**src/include/sls_pkg.sv**
```systemverilog
// Package for the signal limit supervisor: register map, field
// layout, reset values, mode and action codes, timing constants.
// Assumes a 10 MHz core clock and a 32-bit register port.
package sls_pkg;

  // ----------------------------------------------------------------
  // Register offsets (byte addresses, one word each)
  // ----------------------------------------------------------------
  localparam logic [7:0] SLS_OFS_CTRL   = 8'h00; // Mode and action
  localparam logic [7:0] SLS_OFS_LOW    = 8'h04; // Low limit
  localparam logic [7:0] SLS_OFS_HIGH   = 8'h08; // High limit
  localparam logic [7:0] SLS_OFS_HYST   = 8'h0C; // Hysteresis
  localparam logic [7:0] SLS_OFS_OFFDLY = 8'h10; // Deactivation delay
  localparam logic [7:0] SLS_OFS_STATE  = 8'h14; // Live state
  localparam logic [7:0] SLS_OFS_IRQSTS = 8'h18; // Sticky events
  localparam logic [7:0] SLS_OFS_IRQMSK = 8'h1C; // Event mask

  // ----------------------------------------------------------------
  // Field positions and widths
  // ----------------------------------------------------------------
  localparam int SLS_CTRL_MODE_LSB = 0;  // Mode in bits 3:0
  localparam int SLS_CTRL_ACT_LSB  = 4;  // Action in bits 5:4
  localparam int SLS_ST_CNT_LSB    = 16; // Delay count in bits 30:16
  localparam int SLS_DLY_W         = 15; // Up to 32767 counts
  localparam int SLS_IRQ_W         = 2;  // Assert and release events
  localparam int SLS_IRQ_ON        = 0;  // Action asserted event
  localparam int SLS_IRQ_OFF       = 1;  // Action released event

  // ----------------------------------------------------------------
  // Reset values
  // ----------------------------------------------------------------
  localparam logic [31:0]          SLS_RST_LIMIT  = 32'h0000_0000;
  localparam logic [30:0]          SLS_RST_HYST   = 31'h0000_0000;
  localparam logic [SLS_DLY_W-1:0] SLS_RST_OFFDLY = 15'h0000;
  localparam logic [SLS_IRQ_W-1:0] SLS_RST_IRQ    = 2'h0;

  // ----------------------------------------------------------------
  // Timing: one delay count is a tenth of a second
  // ----------------------------------------------------------------
  localparam int SLS_CLK_PERIOD_NS = 100;         // 10 MHz core clock
  localparam int SLS_DLY_STEP_NS   = 100_000_000; // 0.1 s per count
  localparam int SLS_DLY_STEP_CYC  = SLS_DLY_STEP_NS / SLS_CLK_PERIOD_NS;

  // ----------------------------------------------------------------
  // Types
  // ----------------------------------------------------------------
  typedef enum logic [3:0] {
    SLS_MODE_OFF      = 4'h0, // Channel unused
    SLS_MODE_LOW      = 4'h1,
    SLS_MODE_HIGH     = 4'h2,
    SLS_MODE_ABS_LOW  = 4'h3,
    SLS_MODE_ABS_HIGH = 4'h4,
    SLS_MODE_BOTH     = 4'h5,
    SLS_MODE_ABS_BOTH = 4'h6,
    SLS_MODE_HYST     = 4'h7,
    SLS_MODE_FALL     = 4'h8, // Low falling crossing
    SLS_MODE_RISE     = 4'h9  // High rising crossing
  } sls_mode_t;

  typedef enum logic [1:0] {
    SLS_ACT_NONE      = 2'h0,
    SLS_ACT_WARN      = 2'h1,
    SLS_ACT_FAULT     = 2'h2,
    SLS_ACT_FAULT_RUN = 2'h3
  } sls_act_t;

  typedef struct packed {
    logic [7:0]  addr;  // Byte address
    logic [31:0] wdata; // Write data
    logic        wr;    // Write strobe
    logic        rd;    // Read strobe
  } sls_bus_t;

endpackage

```
**src/verilog/sls_supervisor.sv**
```systemverilog
// Single signal supervision channel with hysteresis and off delay.
// Assumes value, start and run inputs come from logic on core_clk_i,
// and a master on the register port that never waits.
`timescale 1ns/100ps

module sls_supervisor
  import sls_pkg::*;
#(
  parameter int TICK_CYCLES = SLS_DLY_STEP_CYC // Cycles per delay count
)(
  input  wire logic        core_clk_i,    // 10 MHz core clock
  input  wire logic        rst_i,         // Async reset, active high
  input  wire sls_bus_t    bus_i,         // Register port request
  output logic [31:0]      rdata_o,       // Read data, cycle after read
  input  wire logic [31:0] value_i,       // Monitored value, signed
  input  wire logic        value_vld_i,   // Evaluation strobe
  input  wire logic        motor_start_i, // Motor start event pulse
  input  wire logic        running_i,     // Motor running level
  output logic             status_o,      // Supervision status
  output logic             warn_o,        // Warning request
  output logic             fault_o,       // Fault trip request
  output logic             irq_o          // Level interrupt
);

  // ----------------------------------------------------------------
  // Local types and constants
  // ----------------------------------------------------------------
  localparam int TICK_W = (TICK_CYCLES > 1) ? $clog2(TICK_CYCLES) : 1;
  localparam logic [TICK_W-1:0] TICK_LAST = TICK_W'(TICK_CYCLES - 1);

  // Comparison width: doubled 32-bit value plus hysteresis, no overflow
  typedef logic signed [34:0] sls_cmp_t;

  // ----------------------------------------------------------------
  // Register storage
  // ----------------------------------------------------------------
  sls_mode_t             mode_ff;      // Comparison mode
  sls_act_t              act_sel_ff;   // Action selector
  logic [31:0]           low_ff;       // Low limit
  logic [31:0]           high_ff;      // High limit
  logic [30:0]           hyst_ff;      // Hysteresis, non-negative
  logic [SLS_DLY_W-1:0]  offdly_ff;    // Off delay in tenths
  logic [SLS_IRQ_W-1:0]  irq_sts_ff;   // Sticky events
  logic [SLS_IRQ_W-1:0]  irq_msk_ff;   // Event mask
  logic [31:0]           rdata_ff;     // Read data

  // ----------------------------------------------------------------
  // Supervision state
  // ----------------------------------------------------------------
  logic                  cond_ff;      // Raw comparison result
  logic                  armed_ff;     // Crossing modes: start side seen
  logic                  act_ff;       // Action after off delay
  logic                  dly_run_ff;   // Off delay counting
  logic [SLS_DLY_W-1:0]  dly_cnt_ff;   // Remaining delay counts
  logic [TICK_W-1:0]     tick_cnt_ff;  // Divider for delay counts
  logic                  warn_ff;      // Registered warning
  logic                  fault_ff;     // Registered fault

  logic                  ctrl_wr;      // Write to the control word
  logic                  tick;         // One-cycle delay-count enable
  logic                  nxt_cond;     // Next raw comparison result
  logic                  nxt_armed;    // Next arming state
  logic [SLS_IRQ_W-1:0]  irq_evt;      // Events of this cycle
  logic                  mode_cross;   // Mode is a crossing mode

  // ----------------------------------------------------------------
  // Register write decode
  // ----------------------------------------------------------------
  assign ctrl_wr = bus_i.wr && (bus_i.addr == SLS_OFS_CTRL);

  // Configuration registers
  always_ff @(posedge core_clk_i or posedge rst_i)
  begin
    if (rst_i)
    begin
      mode_ff    <= SLS_MODE_OFF;
      act_sel_ff <= SLS_ACT_NONE;
      low_ff     <= SLS_RST_LIMIT;
      high_ff    <= SLS_RST_LIMIT;
      hyst_ff    <= SLS_RST_HYST;
      offdly_ff  <= SLS_RST_OFFDLY;
      irq_msk_ff <= SLS_RST_IRQ;
    end
    else if (bus_i.wr)
    begin
      if (bus_i.addr == SLS_OFS_CTRL)
      begin
        mode_ff    <= sls_mode_t'(bus_i.wdata[SLS_CTRL_MODE_LSB +: 4]);
        act_sel_ff <= sls_act_t'(bus_i.wdata[SLS_CTRL_ACT_LSB +: 2]);
      end
      else if (bus_i.addr == SLS_OFS_LOW)
      begin
        low_ff <= bus_i.wdata;
      end
      else if (bus_i.addr == SLS_OFS_HIGH)
      begin
        high_ff <= bus_i.wdata;
      end
      else if (bus_i.addr == SLS_OFS_HYST)
      begin
        // Top bit dropped so the band is never negative
        hyst_ff <= bus_i.wdata[30:0];
      end
      else if (bus_i.addr == SLS_OFS_OFFDLY)
      begin
        offdly_ff <= bus_i.wdata[SLS_DLY_W-1:0];
      end
      else if (bus_i.addr == SLS_OFS_IRQMSK)
      begin
        irq_msk_ff <= bus_i.wdata[SLS_IRQ_W-1:0];
      end
    end
  end

  // ----------------------------------------------------------------
  // Read port, data valid only in the cycle after the strobe
  // ----------------------------------------------------------------
  always_ff @(posedge core_clk_i or posedge rst_i)
  begin
    if (rst_i)
    begin
      rdata_ff <= 32'h0000_0000;
    end
    else if (!bus_i.rd)
    begin
      rdata_ff <= 32'h0000_0000; // Bus idle reads as zero
    end
    else if (bus_i.addr == SLS_OFS_CTRL)
    begin
      rdata_ff <= {26'h000_0000, act_sel_ff, mode_ff};
    end
    else if (bus_i.addr == SLS_OFS_LOW)
    begin
      rdata_ff <= low_ff;
    end
    else if (bus_i.addr == SLS_OFS_HIGH)
    begin
      rdata_ff <= high_ff;
    end
    else if (bus_i.addr == SLS_OFS_HYST)
    begin
      rdata_ff <= {1'b0, hyst_ff};
    end
    else if (bus_i.addr == SLS_OFS_OFFDLY)
    begin
      rdata_ff <= {17'h0_0000, offdly_ff};
    end
    else if (bus_i.addr == SLS_OFS_STATE)
    begin
      // Live state: action, raw result, armed, delay left
      rdata_ff <= {1'b0, dly_cnt_ff, 12'h000, dly_run_ff, armed_ff, cond_ff, act_ff};
    end
    else if (bus_i.addr == SLS_OFS_IRQSTS)
    begin
      rdata_ff <= {30'h0000_0000, irq_sts_ff};
    end
    else if (bus_i.addr == SLS_OFS_IRQMSK)
    begin
      rdata_ff <= {30'h0000_0000, irq_msk_ff};
    end
    else
    begin
      rdata_ff <= 32'h0000_0000; // Unmapped address
    end
  end

  // ----------------------------------------------------------------
  // Thresholds, all doubled so half the hysteresis stays exact
  // ----------------------------------------------------------------
  function automatic sls_cmp_t dbl(input logic signed [31:0] x, input logic mag);
    sls_cmp_t t;
    t = sls_cmp_t'(x);
    if (mag && t < 0)
    begin
      t = -t; // Magnitude of the most negative value still fits
    end
    return sls_cmp_t'(t <<< 1);
  endfunction

  sls_cmp_t h;       // Full hysteresis equals twice the half band
  sls_cmp_t v2;      // Doubled value, signed or magnitude
  sls_cmp_t lo_dn;   // Low limit minus half band
  sls_cmp_t lo_up;   // Low limit plus half band
  sls_cmp_t hi_dn;   // High limit minus half band
  sls_cmp_t hi_up;   // High limit plus half band
  logic     use_mag; // Abs modes compare magnitudes

  assign use_mag = (mode_ff == SLS_MODE_ABS_LOW) || (mode_ff == SLS_MODE_ABS_HIGH) ||
                   (mode_ff == SLS_MODE_ABS_BOTH);
  assign h       = sls_cmp_t'(hyst_ff);
  assign v2      = dbl(value_i, use_mag);
  assign lo_dn   = dbl(low_ff, use_mag) - h;
  assign lo_up   = dbl(low_ff, use_mag) + h;
  assign hi_dn   = dbl(high_ff, use_mag) - h;
  assign hi_up   = dbl(high_ff, use_mag) + h;

  assign mode_cross = (mode_ff == SLS_MODE_FALL) || (mode_ff == SLS_MODE_RISE);

  // ----------------------------------------------------------------
  // Comparison per mode; between thresholds the result holds
  // ----------------------------------------------------------------
  always_comb
  begin
    nxt_cond  = cond_ff;
    nxt_armed = armed_ff;
    case (mode_ff)
      SLS_MODE_LOW, SLS_MODE_ABS_LOW:
      begin
        if (v2 < lo_dn)
          nxt_cond = 1'b1;
        else if (v2 > lo_up)
          nxt_cond = 1'b0;
      end
      SLS_MODE_HIGH, SLS_MODE_ABS_HIGH:
      begin
        if (v2 > hi_up)
          nxt_cond = 1'b1;
        else if (v2 < hi_dn)
          nxt_cond = 1'b0;
      end
      SLS_MODE_BOTH, SLS_MODE_ABS_BOTH:
      begin
        // Outside wins when a narrow window makes bands overlap
        if ((v2 > hi_up) || (v2 < lo_dn))
          nxt_cond = 1'b1;
        else if ((v2 < hi_dn) && (v2 > lo_up))
          nxt_cond = 1'b0;
      end
      SLS_MODE_HYST:
      begin
        if (v2 > hi_up)
          nxt_cond = 1'b1;
        else if (v2 < lo_dn)
          nxt_cond = 1'b0;
      end
      SLS_MODE_FALL:
      begin
        // Arm above the band, fire only when armed and below
        if (v2 > lo_up)
        begin
          nxt_armed = 1'b1;
          nxt_cond  = 1'b0;
        end
        else if (v2 < lo_dn)
        begin
          nxt_cond  = cond_ff || armed_ff;
          nxt_armed = 1'b0;
        end
      end
      SLS_MODE_RISE:
      begin
        if (v2 < hi_dn)
        begin
          nxt_armed = 1'b1;
          nxt_cond  = 1'b0;
        end
        else if (v2 > hi_up)
        begin
          nxt_cond  = cond_ff || armed_ff;
          nxt_armed = 1'b0;
        end
      end
      default:
      begin
        nxt_cond  = 1'b0;
        nxt_armed = 1'b0;
      end
    endcase
  end

  // Raw result, evaluated once per value strobe
  always_ff @(posedge core_clk_i or posedge rst_i)
  begin
    if (rst_i)
    begin
      cond_ff  <= 1'b0;
      armed_ff <= 1'b0;
    end
    else if (ctrl_wr)
    begin
      cond_ff  <= 1'b0;
      armed_ff <= 1'b0;
    end
    else if (motor_start_i && mode_cross)
    begin
      cond_ff  <= 1'b0;
      armed_ff <= nxt_armed && value_vld_i;
    end
    else if (value_vld_i)
    begin
      cond_ff  <= nxt_cond;
      armed_ff <= nxt_armed;
    end
  end

  // ----------------------------------------------------------------
  // Delay-count divider, restarted on each delay load
  // ----------------------------------------------------------------
  assign tick = (tick_cnt_ff == TICK_LAST);

  always_ff @(posedge core_clk_i or posedge rst_i)
  begin
    if (rst_i)
    begin
      tick_cnt_ff <= '0;
    end
    else if (!dly_run_ff || tick)
    begin
      tick_cnt_ff <= '0; // Full first count after load
    end
    else
    begin
      tick_cnt_ff <= tick_cnt_ff + TICK_W'(1);
    end
  end

  // ----------------------------------------------------------------
  // Action with off delay; reassertion aborts the countdown
  // ----------------------------------------------------------------
  always_ff @(posedge core_clk_i or posedge rst_i)
  begin
    if (rst_i)
    begin
      act_ff     <= 1'b0;
      dly_run_ff <= 1'b0;
      dly_cnt_ff <= '0;
    end
    else if (ctrl_wr || (motor_start_i && mode_cross))
    begin
      // Start clears at once, the off delay does not apply
      act_ff     <= 1'b0;
      dly_run_ff <= 1'b0;
      dly_cnt_ff <= '0;
    end
    else if (cond_ff)
    begin
      act_ff     <= 1'b1;
      dly_run_ff <= 1'b0;
      dly_cnt_ff <= '0;
    end
    else if (act_ff && !dly_run_ff)
    begin
      if (offdly_ff == '0)
      begin
        act_ff <= 1'b0;
      end
      else
      begin
        dly_run_ff <= 1'b1;
        dly_cnt_ff <= offdly_ff;
      end
    end
    else if (dly_run_ff && tick)
    begin
      if (dly_cnt_ff == SLS_DLY_W'(1))
      begin
        act_ff     <= 1'b0;
        dly_run_ff <= 1'b0;
      end
      dly_cnt_ff <= dly_cnt_ff - SLS_DLY_W'(1);
    end
  end

  // ----------------------------------------------------------------
  // Action mapping; status itself never depends on it
  // ----------------------------------------------------------------
  always_ff @(posedge core_clk_i or posedge rst_i)
  begin
    if (rst_i)
    begin
      warn_ff  <= 1'b0;
      fault_ff <= 1'b0;
    end
    else
    begin
      warn_ff  <= act_ff && (act_sel_ff == SLS_ACT_WARN);
      fault_ff <= act_ff && ((act_sel_ff == SLS_ACT_FAULT) ||
                  ((act_sel_ff == SLS_ACT_FAULT_RUN) && running_i));
    end
  end

  // ----------------------------------------------------------------
  // Interrupts: set wins over a write-one clear
  // ----------------------------------------------------------------
  assign irq_evt[SLS_IRQ_ON]  = cond_ff && !act_ff && !ctrl_wr && !(motor_start_i && mode_cross);
  assign irq_evt[SLS_IRQ_OFF] = act_ff && !cond_ff && !dly_run_ff && (offdly_ff == '0)
                                || (dly_run_ff && tick && !cond_ff && (dly_cnt_ff == SLS_DLY_W'(1)));

  always_ff @(posedge core_clk_i or posedge rst_i)
  begin
    if (rst_i)
    begin
      irq_sts_ff <= SLS_RST_IRQ;
    end
    else if (bus_i.wr && (bus_i.addr == SLS_OFS_IRQSTS))
    begin
      irq_sts_ff <= (irq_sts_ff & ~bus_i.wdata[SLS_IRQ_W-1:0]) | irq_evt;
    end
    else
    begin
      irq_sts_ff <= irq_sts_ff | irq_evt;
    end
  end

  // ----------------------------------------------------------------
  // Outputs
  // ----------------------------------------------------------------
  assign rdata_o  = rdata_ff;
  assign status_o = act_ff;
  assign warn_o   = warn_ff;
  assign fault_o  = fault_ff;
  assign irq_o    = |(irq_sts_ff & irq_msk_ff);

endmodule

```
**config.mk**
```make
export PLATFORM = sky130hd
export DESIGN_NAME = sls_supervisor
export DESIGN_NICKNAME = d
export VERILOG_FILES = /design/src/include/sls_pkg.sv /design/src/verilog/sls_supervisor.sv
export SDC_FILE = /design/constraint.sdc
export NUM_CORES = 1
export LEC_CHECK = 0
export BUFFER_PORTS_ARGS = -buffer_cell sky130_fd_sc_hd__buf_2
export CAP_MARGIN = 20
export CORE_ASPECT_RATIO = 0.9
export CORE_MARGIN = 5
export CORE_UTILIZATION = 35
export DETAILED_ROUTE_END_ITERATION = 10
export HOLD_SLACK_MARGIN = 0.15
export SYNTH_ARGS = -nofsm -noshare
export SYNTH_HDL_FRONTEND = slang
export SYNTH_SLANG_ARGS = --single-unit
```
**constraint.sdc**
```tcl
create_clock -name core_clk_i -period 7.19 [get_ports core_clk_i]
set_input_delay 0.3595 -clock core_clk_i [delete_from_list [all_inputs] [get_ports core_clk_i]]
set_output_delay 0.3595 -clock core_clk_i [all_outputs]
set_load 0.01 [all_outputs]
```
==> load_flow_metrics.sql, run 1 <==
INSERT INTO impl_metrics (metric_group, metric, value, unit) VALUES
('outcome', 'run_status', 'completed', ''),
('global_routing', 'grt.met1_usage', '32.9', '%'),
('critical_path', 'reg2regPathDepth', '28', ''),
('critical_path', 'endpoint_kind', 'flip-flop', ''),
('synth', 'number_of_enable_type_register_cells_in_the_synthesized_netlist', '0', ''),
('finish', 'stdcell_area', '22200', 'um2'),
('critical_path', 'crit_path_start_kind', 'flip-flop', ''),
('timing', 'period_minus_slack', '6890', 'ps'),
('critical_path', 'crit_family', 'compound AO/OA/AOI/OAI gates', ''),
('detailed_routing', 'drc', '0', ''),
('critical_path', 'critical_path_depth', '28', ''),
('floorplan', 'top_level_ports', '115', ''),
('critical_path', 'crit-reg2reg-launch', 'low_ff[1]', ''),
('worst_hold_path', 'worstHoldPathType', 'input port to flip-flop', ''),
('placed_design', 'io_buffer_count', '114', ''),
('timing', 'fin_worst_skew', '11.1', 'ps'),
('job', 'cap_viol_max_count', '0', ''),
('critical_path', 'reg2reg_slack', '300', 'ps'),
('floorplan', 'die_width', '261', 'um'),
('finish', 'area_growth', '12.3', '%'),
('critical_path', 'crit-reg2reg-capture', 'cond_ff', ''),
('clock_tree', 'clkSinkCount', '193', ''),
('synth', 'syn_avg_cell_area', '8.47', 'um2'),
('synth', 'synth_sequential_area_ratio', '24.4', '%'),
('floorplan', 'floorplan.die_area', '61400', 'um2'),
('floorplan', 'start_util', '35.4', '%'),
('detailed_routing', 'detail_routed_via_count_per_cell', '5.78', ''),
('critical_path', 'path_type_of_the_worst_setup_path', 'flip-flop to flip-flop', ''),
('timing', 'slew-limit-headroom', '37.2', '%'),
('clock_tree', 'clockBufferDepth', '2', ''),
('critical_path', 'critical_path.endpoint', 'cond_ff', ''),
('critical_path', 'slowest_stage', 'or3b_2', ''),
('global_routing', 'met2_track_demand_over_resource_in_global_routing', '32.6', '%'),
('synth', 'synth_async_sr_flop_share', '100', '%'),
('detailed_routing', 'vias', '18600', ''),
('power_and_ir_drop', 'leakage', '10.2', 'nW'),
('clock_tree', 'clk_transition_reported_paths', '70', 'ps'),
('critical_path', 'timing.critical_path.from', 'low_ff[1]', ''),
('placed_design', 'place_area', '21300', 'um2'),
('clock_tree', 'cts_tree', 'done', ''),
('synth', 'synth_cell_type_count', '98', ''),
('synth', 'ys_seq_elements', '193', ''),
('timing', 'hold_violations', '0', ''),
('placed_design', 'placedCellCount', '3167', ''),
('timing', 'final_max_slew_violation_count', '0', ''),
('timing', 'setup_tns_final', '0', 'ps'),
('timing', 'final_setup_vio_count', '0', ''),
('global_routing', 'first_pass_grt_wire_length', '105000', 'um'),
('detailed_routing', 'antenna_violating_nets_post_route', '0', ''),
('synth', 'syn_inst', '2336', ''),
('detailed_routing', 'first_pass_iters', '5', ''),
('detailed_routing', 'detail_route.wl_per_cell', '21.5', 'um'),
('floorplan', 'height_of_the_chip', '236', 'um'),
('global_routing', 'overflow', '0', ''),
('critical_path', 'slowest_delay', '500', 'ps'),
('clock_tree', 'clock_latency', '460', 'ps'),
('power_and_ir_drop', 'power_density', '191', 'nW/um2'),
('critical_path', 'crit_required', '7540', 'ps'),
('clock_tree', 'cts_buffers', '17', ''),
('timing', 'fin_hold_ws', '162', 'ps'),
('finish', 'n_antenna_cell', '0', ''),
('timing', 'max_clock_freq', '145', 'MHz'),
('clock_tree', 'clockRootBuffer', 'clkbuf_16', ''),
('detailed_routing', 'sum_of_routed_wire_length_over_all_layers', '69000', 'um'),
('placed_design', 'place_congestion', '0.944', ''),
('detailed_routing', 'drt-initial-drc-count', '1665', ''),
('global_routing', 'global_route.peak_usage_layer', 'met1', ''),
('finish', 'mostFrequentLayoutCell', 'ha_1', ''),
('finish', 'drive_above_1_share', '15.2', '%'),
('synth', 'synth-main-ff-cell', 'dfrtp_1', ''),
('global_routing', 'grt_max_degree', '116', '');
==> cells in the mapped netlist (14+ instances only) <==
cell	n	area [um2]
a21o_1	55	413
a21oi_1	206	1030
a22o_1	14	123
a22oi_1	36	270
and2_1	17	106
and3_1	15	93.8
clkbuf_1	68	255
dfrtp_1	193	4830
ha_1	262	3280
inv_1	120	450
mux2_2	91	1020
nand2_1	148	556
nand2b_1	25	156
nand3_1	39	195
nand4_1	30	188
nor2_1	198	743
nor2b_1	34	213
nor3_1	55	275
nor4_1	27	169
o21ai_0	139	696
o21bai_1	39	293
o221ai_1	21	184
o31ai_1	23	173
or3_1	24	150
xnor2_1	146	1280
xor2_1	65	569
==> final cells by class <==
type	instances	area (um2)
timing repair buffer	175	1070
sequential	193	4830
multi-input combinational	1934	14400
clock buffer	20	447
tap	756	946
fill	5718	33600
inverter	123	473
clock inverter	9	85.1
==> cell families (layout without fill, tap and decap cells) <==
family	Yosys count	in the layout	share of synthesized area, %
adders and majority gates	266	266	17.0
DFF	193	193	24.4
buffers and inverters	209	327	4.07
xor gates and xnor gates	213	213	9.51
muxes	100	100	5.70
AOI/OAI and AO/OA	676	676	22.1
and+or+nand+nor	679	679	17.3
==> worst min-delay path by stage <==
stage | endpoint | slack [ps]
final | hyst_ff[25] | 160
after global routing | hyst_ff[30] | 160
after CTS | hyst_ff[30] | 150
after detailed placement | tick_cnt_ff[0] | 480
after global placement | tick_cnt_ff[0] | 470
after floorplan | fault_o | 440
==> timing repair <==
item	4_1_cts	5_1_grt
hold endpoints to repair	125	0
cloned	0	0
pin swaps	0	8
gates resized for setup	4	36
setup endpoints to repair	1	2
hold buffers	9	0
buffers inserted	0	3
==> worst min-delay path: cells and delay by family <==
kind,cells,cell delay [ps]
AO/OA/AOI/OAI,1,60
buffers and inverters,1,120
AND/OR/NAND/NOR,1,50
==> state kept, by name (all words and copies together) (netlist names) <==
| register | flops |
|---|---|
| irq_msk_ff | 2 |
| irq_sts_ff | 2 |
| tick_cnt_ff | 20 |
| low_ff | 32 |
| warn_o | 1 |
| fault_o | 1 |
| dly_run_ff | 1 |
| offdly_ff | 15 |
| cond_ff | 1 |
| hyst_ff | 31 |
| mode_ff | 4 |
| act_sel_ff | 2 |
| dly_cnt_ff | 15 |
| high_ff | 32 |
| status_o | 1 |
| armed_ff | 1 |
| rdata_o | 32 |
==> report_power, final <==
part           internal [mW]  leakage, nW  switching (mW)
Sequential              1.18         2.46           0.147
Combinational          0.826         7.52            1.19
Clock                  0.480        0.254           0.416
Total                   2.48         10.2            1.75
==> routing by layer <==
| metal | vias up | part of all wire, % | wire, um |
|---|---|---|---|
| met5 | - | 0.019 | 13 |
| met4 | 2 | 2.6 | 1780 |
| met3 | 93 | 6.2 | 4300 |
| met2 | 676 | 43 | 29400 |
| met1 | 9083 | 49 | 33600 |
| li1 | 8703 | - | - |
(Power assumes the default switching activity.)
==> inputs of run 2 (changes only) <==
==> constraint.sdc (replaced) <==
create_clock -name core_clk_i -period 7.19 [get_ports core_clk_i]
set_input_delay 0.719 -clock core_clk_i [delete_from_list [all_inputs] [get_ports core_clk_i]]
set_output_delay 0.719 -clock core_clk_i [all_outputs]
set_load 0.01 [all_outputs]
==> run 2 against run 1 <==
Utilization shrank 0.16 points. Sequential power about the same. Largest cell class unchanged. Critical endpoint unchanged. First-iteration DRC count decreased by 8.6%.
==> load_flow_metrics.sql, run 2 (synthesis results as in run 1) <==
INSERT INTO impl_metrics (metric_group, metric, value, unit) VALUES
('placed_design', 'place_congestion', '0.944', ''),
('timing', 'worstMarginPinSlew', '916', 'ps'),
('global_routing', 'grt_use_total', '21.7', '%'),
('finish', 'n_antenna_cell', '0', ''),
('floorplan', 'start_util', '35.4', '%'),
('detailed_routing', 'detail_route.wl_per_cell', '21.6', 'um'),
('detailed_routing', 'first_pass_iters', '6', ''),
('floorplan', 'placeableCoreArea', '55800', 'um2'),
('detailed_routing', 'detail_route.wirelength.met1', '33200', 'um'),
('timing', 'fin_worst_skew', '10.9', 'ps'),
('finish', 'area_growth', '11.8', '%'),
('global_routing', 'overflow', '0', ''),
('job', 'cap_viol_max_count', '0', ''),
('timing', 'final_max_slew_violation_count', '0', ''),
('floorplan', 'floorplan.die_area', '61400', 'um2'),
('critical_path', 'critical_path_arrival', '7260', 'ps'),
('critical_path', 'endpoint_kind', 'flip-flop', ''),
('finish', 'drive_above_1_share', '15.3', '%'),
('placed_design', 'place_area', '21300', 'um2'),
('power_and_ir_drop', 'leakage', '10.2', 'nW'),
('clock_tree', 'cts_tree', 'done', ''),
('finish', 'stdcell_count', '3201', ''),
('detailed_routing', 'drc', '0', ''),
('timing', 'final_setup_vio_count', '0', ''),
('placed_design', 'io_buffer_count', '114', ''),
('timing', 'hold_violations', '0', ''),
('finish', 'num-fill-cells', '5716', ''),
('critical_path', 'timing.critical_path.from', 'low_ff[1]', ''),
('floorplan', 'top_level_ports', '115', ''),
('critical_path', 'crit-reg2reg-launch', 'low_ff[1]', ''),
('detailed_routing', 'antenna_violating_nets_post_route', '0', ''),
('detailed_routing', 'sum_of_routed_wire_length_over_all_layers', '69100', 'um'),
('clock_tree', 'clock_latency', '460', 'ps'),
('critical_path', 'crit_path_start_kind', 'flip-flop', ''),
('clock_tree', 'clockBufferDepth', '2', ''),
('finish', 'mostFrequentLayoutCell', 'ha_1', ''),
('finish', 'final_nets', '2780', ''),
('timing', 'period_minus_slack', '6910', 'ps'),
('global_routing', 'first_global_vias', '17800', ''),
('detailed_routing', 'detail_routed_via_count_per_cell', '5.79', ''),
('detailed_routing', 'vias', '18500', ''),
('critical_path', 'slowest_stage', 'or3b_2', ''),
('floorplan', 'die_width', '261', 'um'),
('floorplan', 'row_cnt', '82', ''),
('global_routing', 'first_pass_grt_wire_length', '105000', 'um'),
('critical_path', 'worst_path_most_repeated_cell', 'a21o_1', ''),
('detailed_routing', 'highest_metal_layer_used_by_the_detailed_router', 'met5', ''),
('timing', 'max_clock_freq', '145', 'MHz'),
('outcome', 'run_status', 'completed', ''),
('clock_tree', 'clkSinkCount', '193', ''),
('finish', 'stdcell_area', '22100', 'um2'),
('global_routing', 'grt_max_degree', '116', ''),
('clock_tree', 'clk_transition_reported_paths', '70', 'ps'),
('clock_tree', 'htree_levels', '4', ''),
('detailed_routing', 'drt-initial-drc-count', '1522', ''),
('worst_hold_path', 'worstHoldPathType', 'input port to async pin', ''),
('clock_tree', 'clockRootBuffer', 'clkbuf_16', ''),
('power_and_ir_drop', 'power_density', '191', 'nW/um2'),
('critical_path', 'crit_required', '7540', 'ps'),
('detailed_routing', 'met2_routed_wirelength', '29400', 'um'),
('finish', 'final_cell_mix', 'ha_1 (257), a21oi_1 (205), nor2_1 (197)', ''),
('floorplan', 'height_of_the_chip', '236', 'um'),
('power_and_ir_drop', 'power.ir.vdd_worst', '0.000170', 'V'),
('detailed_routing', 'routed-wl-met3', '4620', 'um'),
('critical_path', 'slowest_delay', '500', 'ps'),
('critical_path', 'path_type_of_the_worst_setup_path', 'flip-flop to flip-flop', ''),
('placed_design', 'detailedPlacementHpwl', '57100', 'um'),
('critical_path', 'crit_path_max_fanout', '7', ''),
('placed_design', 'placedCellCount', '3167', ''),
('timing', 'fin_crit_sh', '96.1', '%'),
('clock_tree', 'cts_buffers', '17', ''),
('clock_tree', 'holdBufCountCts', '0', ''),
('global_routing', 'grt_antenna_before_repair', '1', ''),
('timing', 'slew-limit-headroom', '38.7', '%');
==> run 2: changes by cell type in the layout (fill, tap and decap cells not counted), sizes merged <==
cell | previous run | this run
dlygate4sd3 | 9 | 0
==> run 2: critical path: cells and delay by family, from the launching register on <==
family | cells | cell delay (ps)
compound gates | 15 | 3170
mux | 2 | 530
fa+ha+maj | 3 | 870
flops | 1 | 400
buf+inv | 2 | 180
simple gates | 4 | 1330
xor+xnor | 2 | 320
==> run 2: metal layers <==
| layer | track usage (%) | up-vias |
|---|---|---|
| met5 | 0 | - |
| met4 | 6.05 | 2 |
| met3 | 2.53 | 97 |
| met2 | 32.6 | 711 |
| met1 | 32.9 | 9049 |
| li1 | - | 8685 |
==> run 2: layout make-up <==
cell class | count | area, um2 | share of cell area, %
inverters | 123 | 473 | 2.14
flip-flops and latches | 193 | 4830 | 21.8
clock inverters | 9 | 85.1 | 0.385
multi-input cells | 1934 | 14400 | 64.9
clock buffers | 20 | 447 | 2.02
repair buffers | 166 | 981 | 4.43
well taps | 756 | 946 | 4.28
==> run 2: path summary, 6_finish.rpt <==
check,to,slack (ps),depth (start not counted)
max,cond_ff,280,28
max in group asynchronous,act_sel_ff[0],5650,4
min,rdata_o[27],380,2
max reg2reg,cond_ff,280,28
min in group core_clk_i,tick_cnt_ff[0],490,1
min reg2reg,tick_cnt_ff[0],490,1
==> run 2: per-stage QoR <==
step	total power, mW	hold WS (ps)	setup TNS [ps]	setup slack [ps]	utilization, %
2_1_floorplan	2.69	444	0	838	-
3_3_place_gp	3.22	471	-15.6	-15.6	38.2
3_5_place_dp	3.28	481	-246	-246	38.2
4_1_cts	4.19	434	0	43.5	39.2
5_1_grt	4.53	462	-1.43	-1.43	39.6
6_report	4.23	375	0	277	39.6
==> run 2: timing repair <==
item | 4_1_cts | 5_1_grt
endpoints found under the setup margin | 1 | 2
gates resized for setup | 4 | 36
buffers inserted | 0 | 3
pin swaps | 0 | 8
==> run 2: power breakdown <==
group	switching, mW	internal [mW]	total [mW]
Clock	0.417	0.480	0.897
Sequential	0.147	1.18	1.32
Combinational	1.19	0.822	2.01
Total	1.75	2.48	4.23
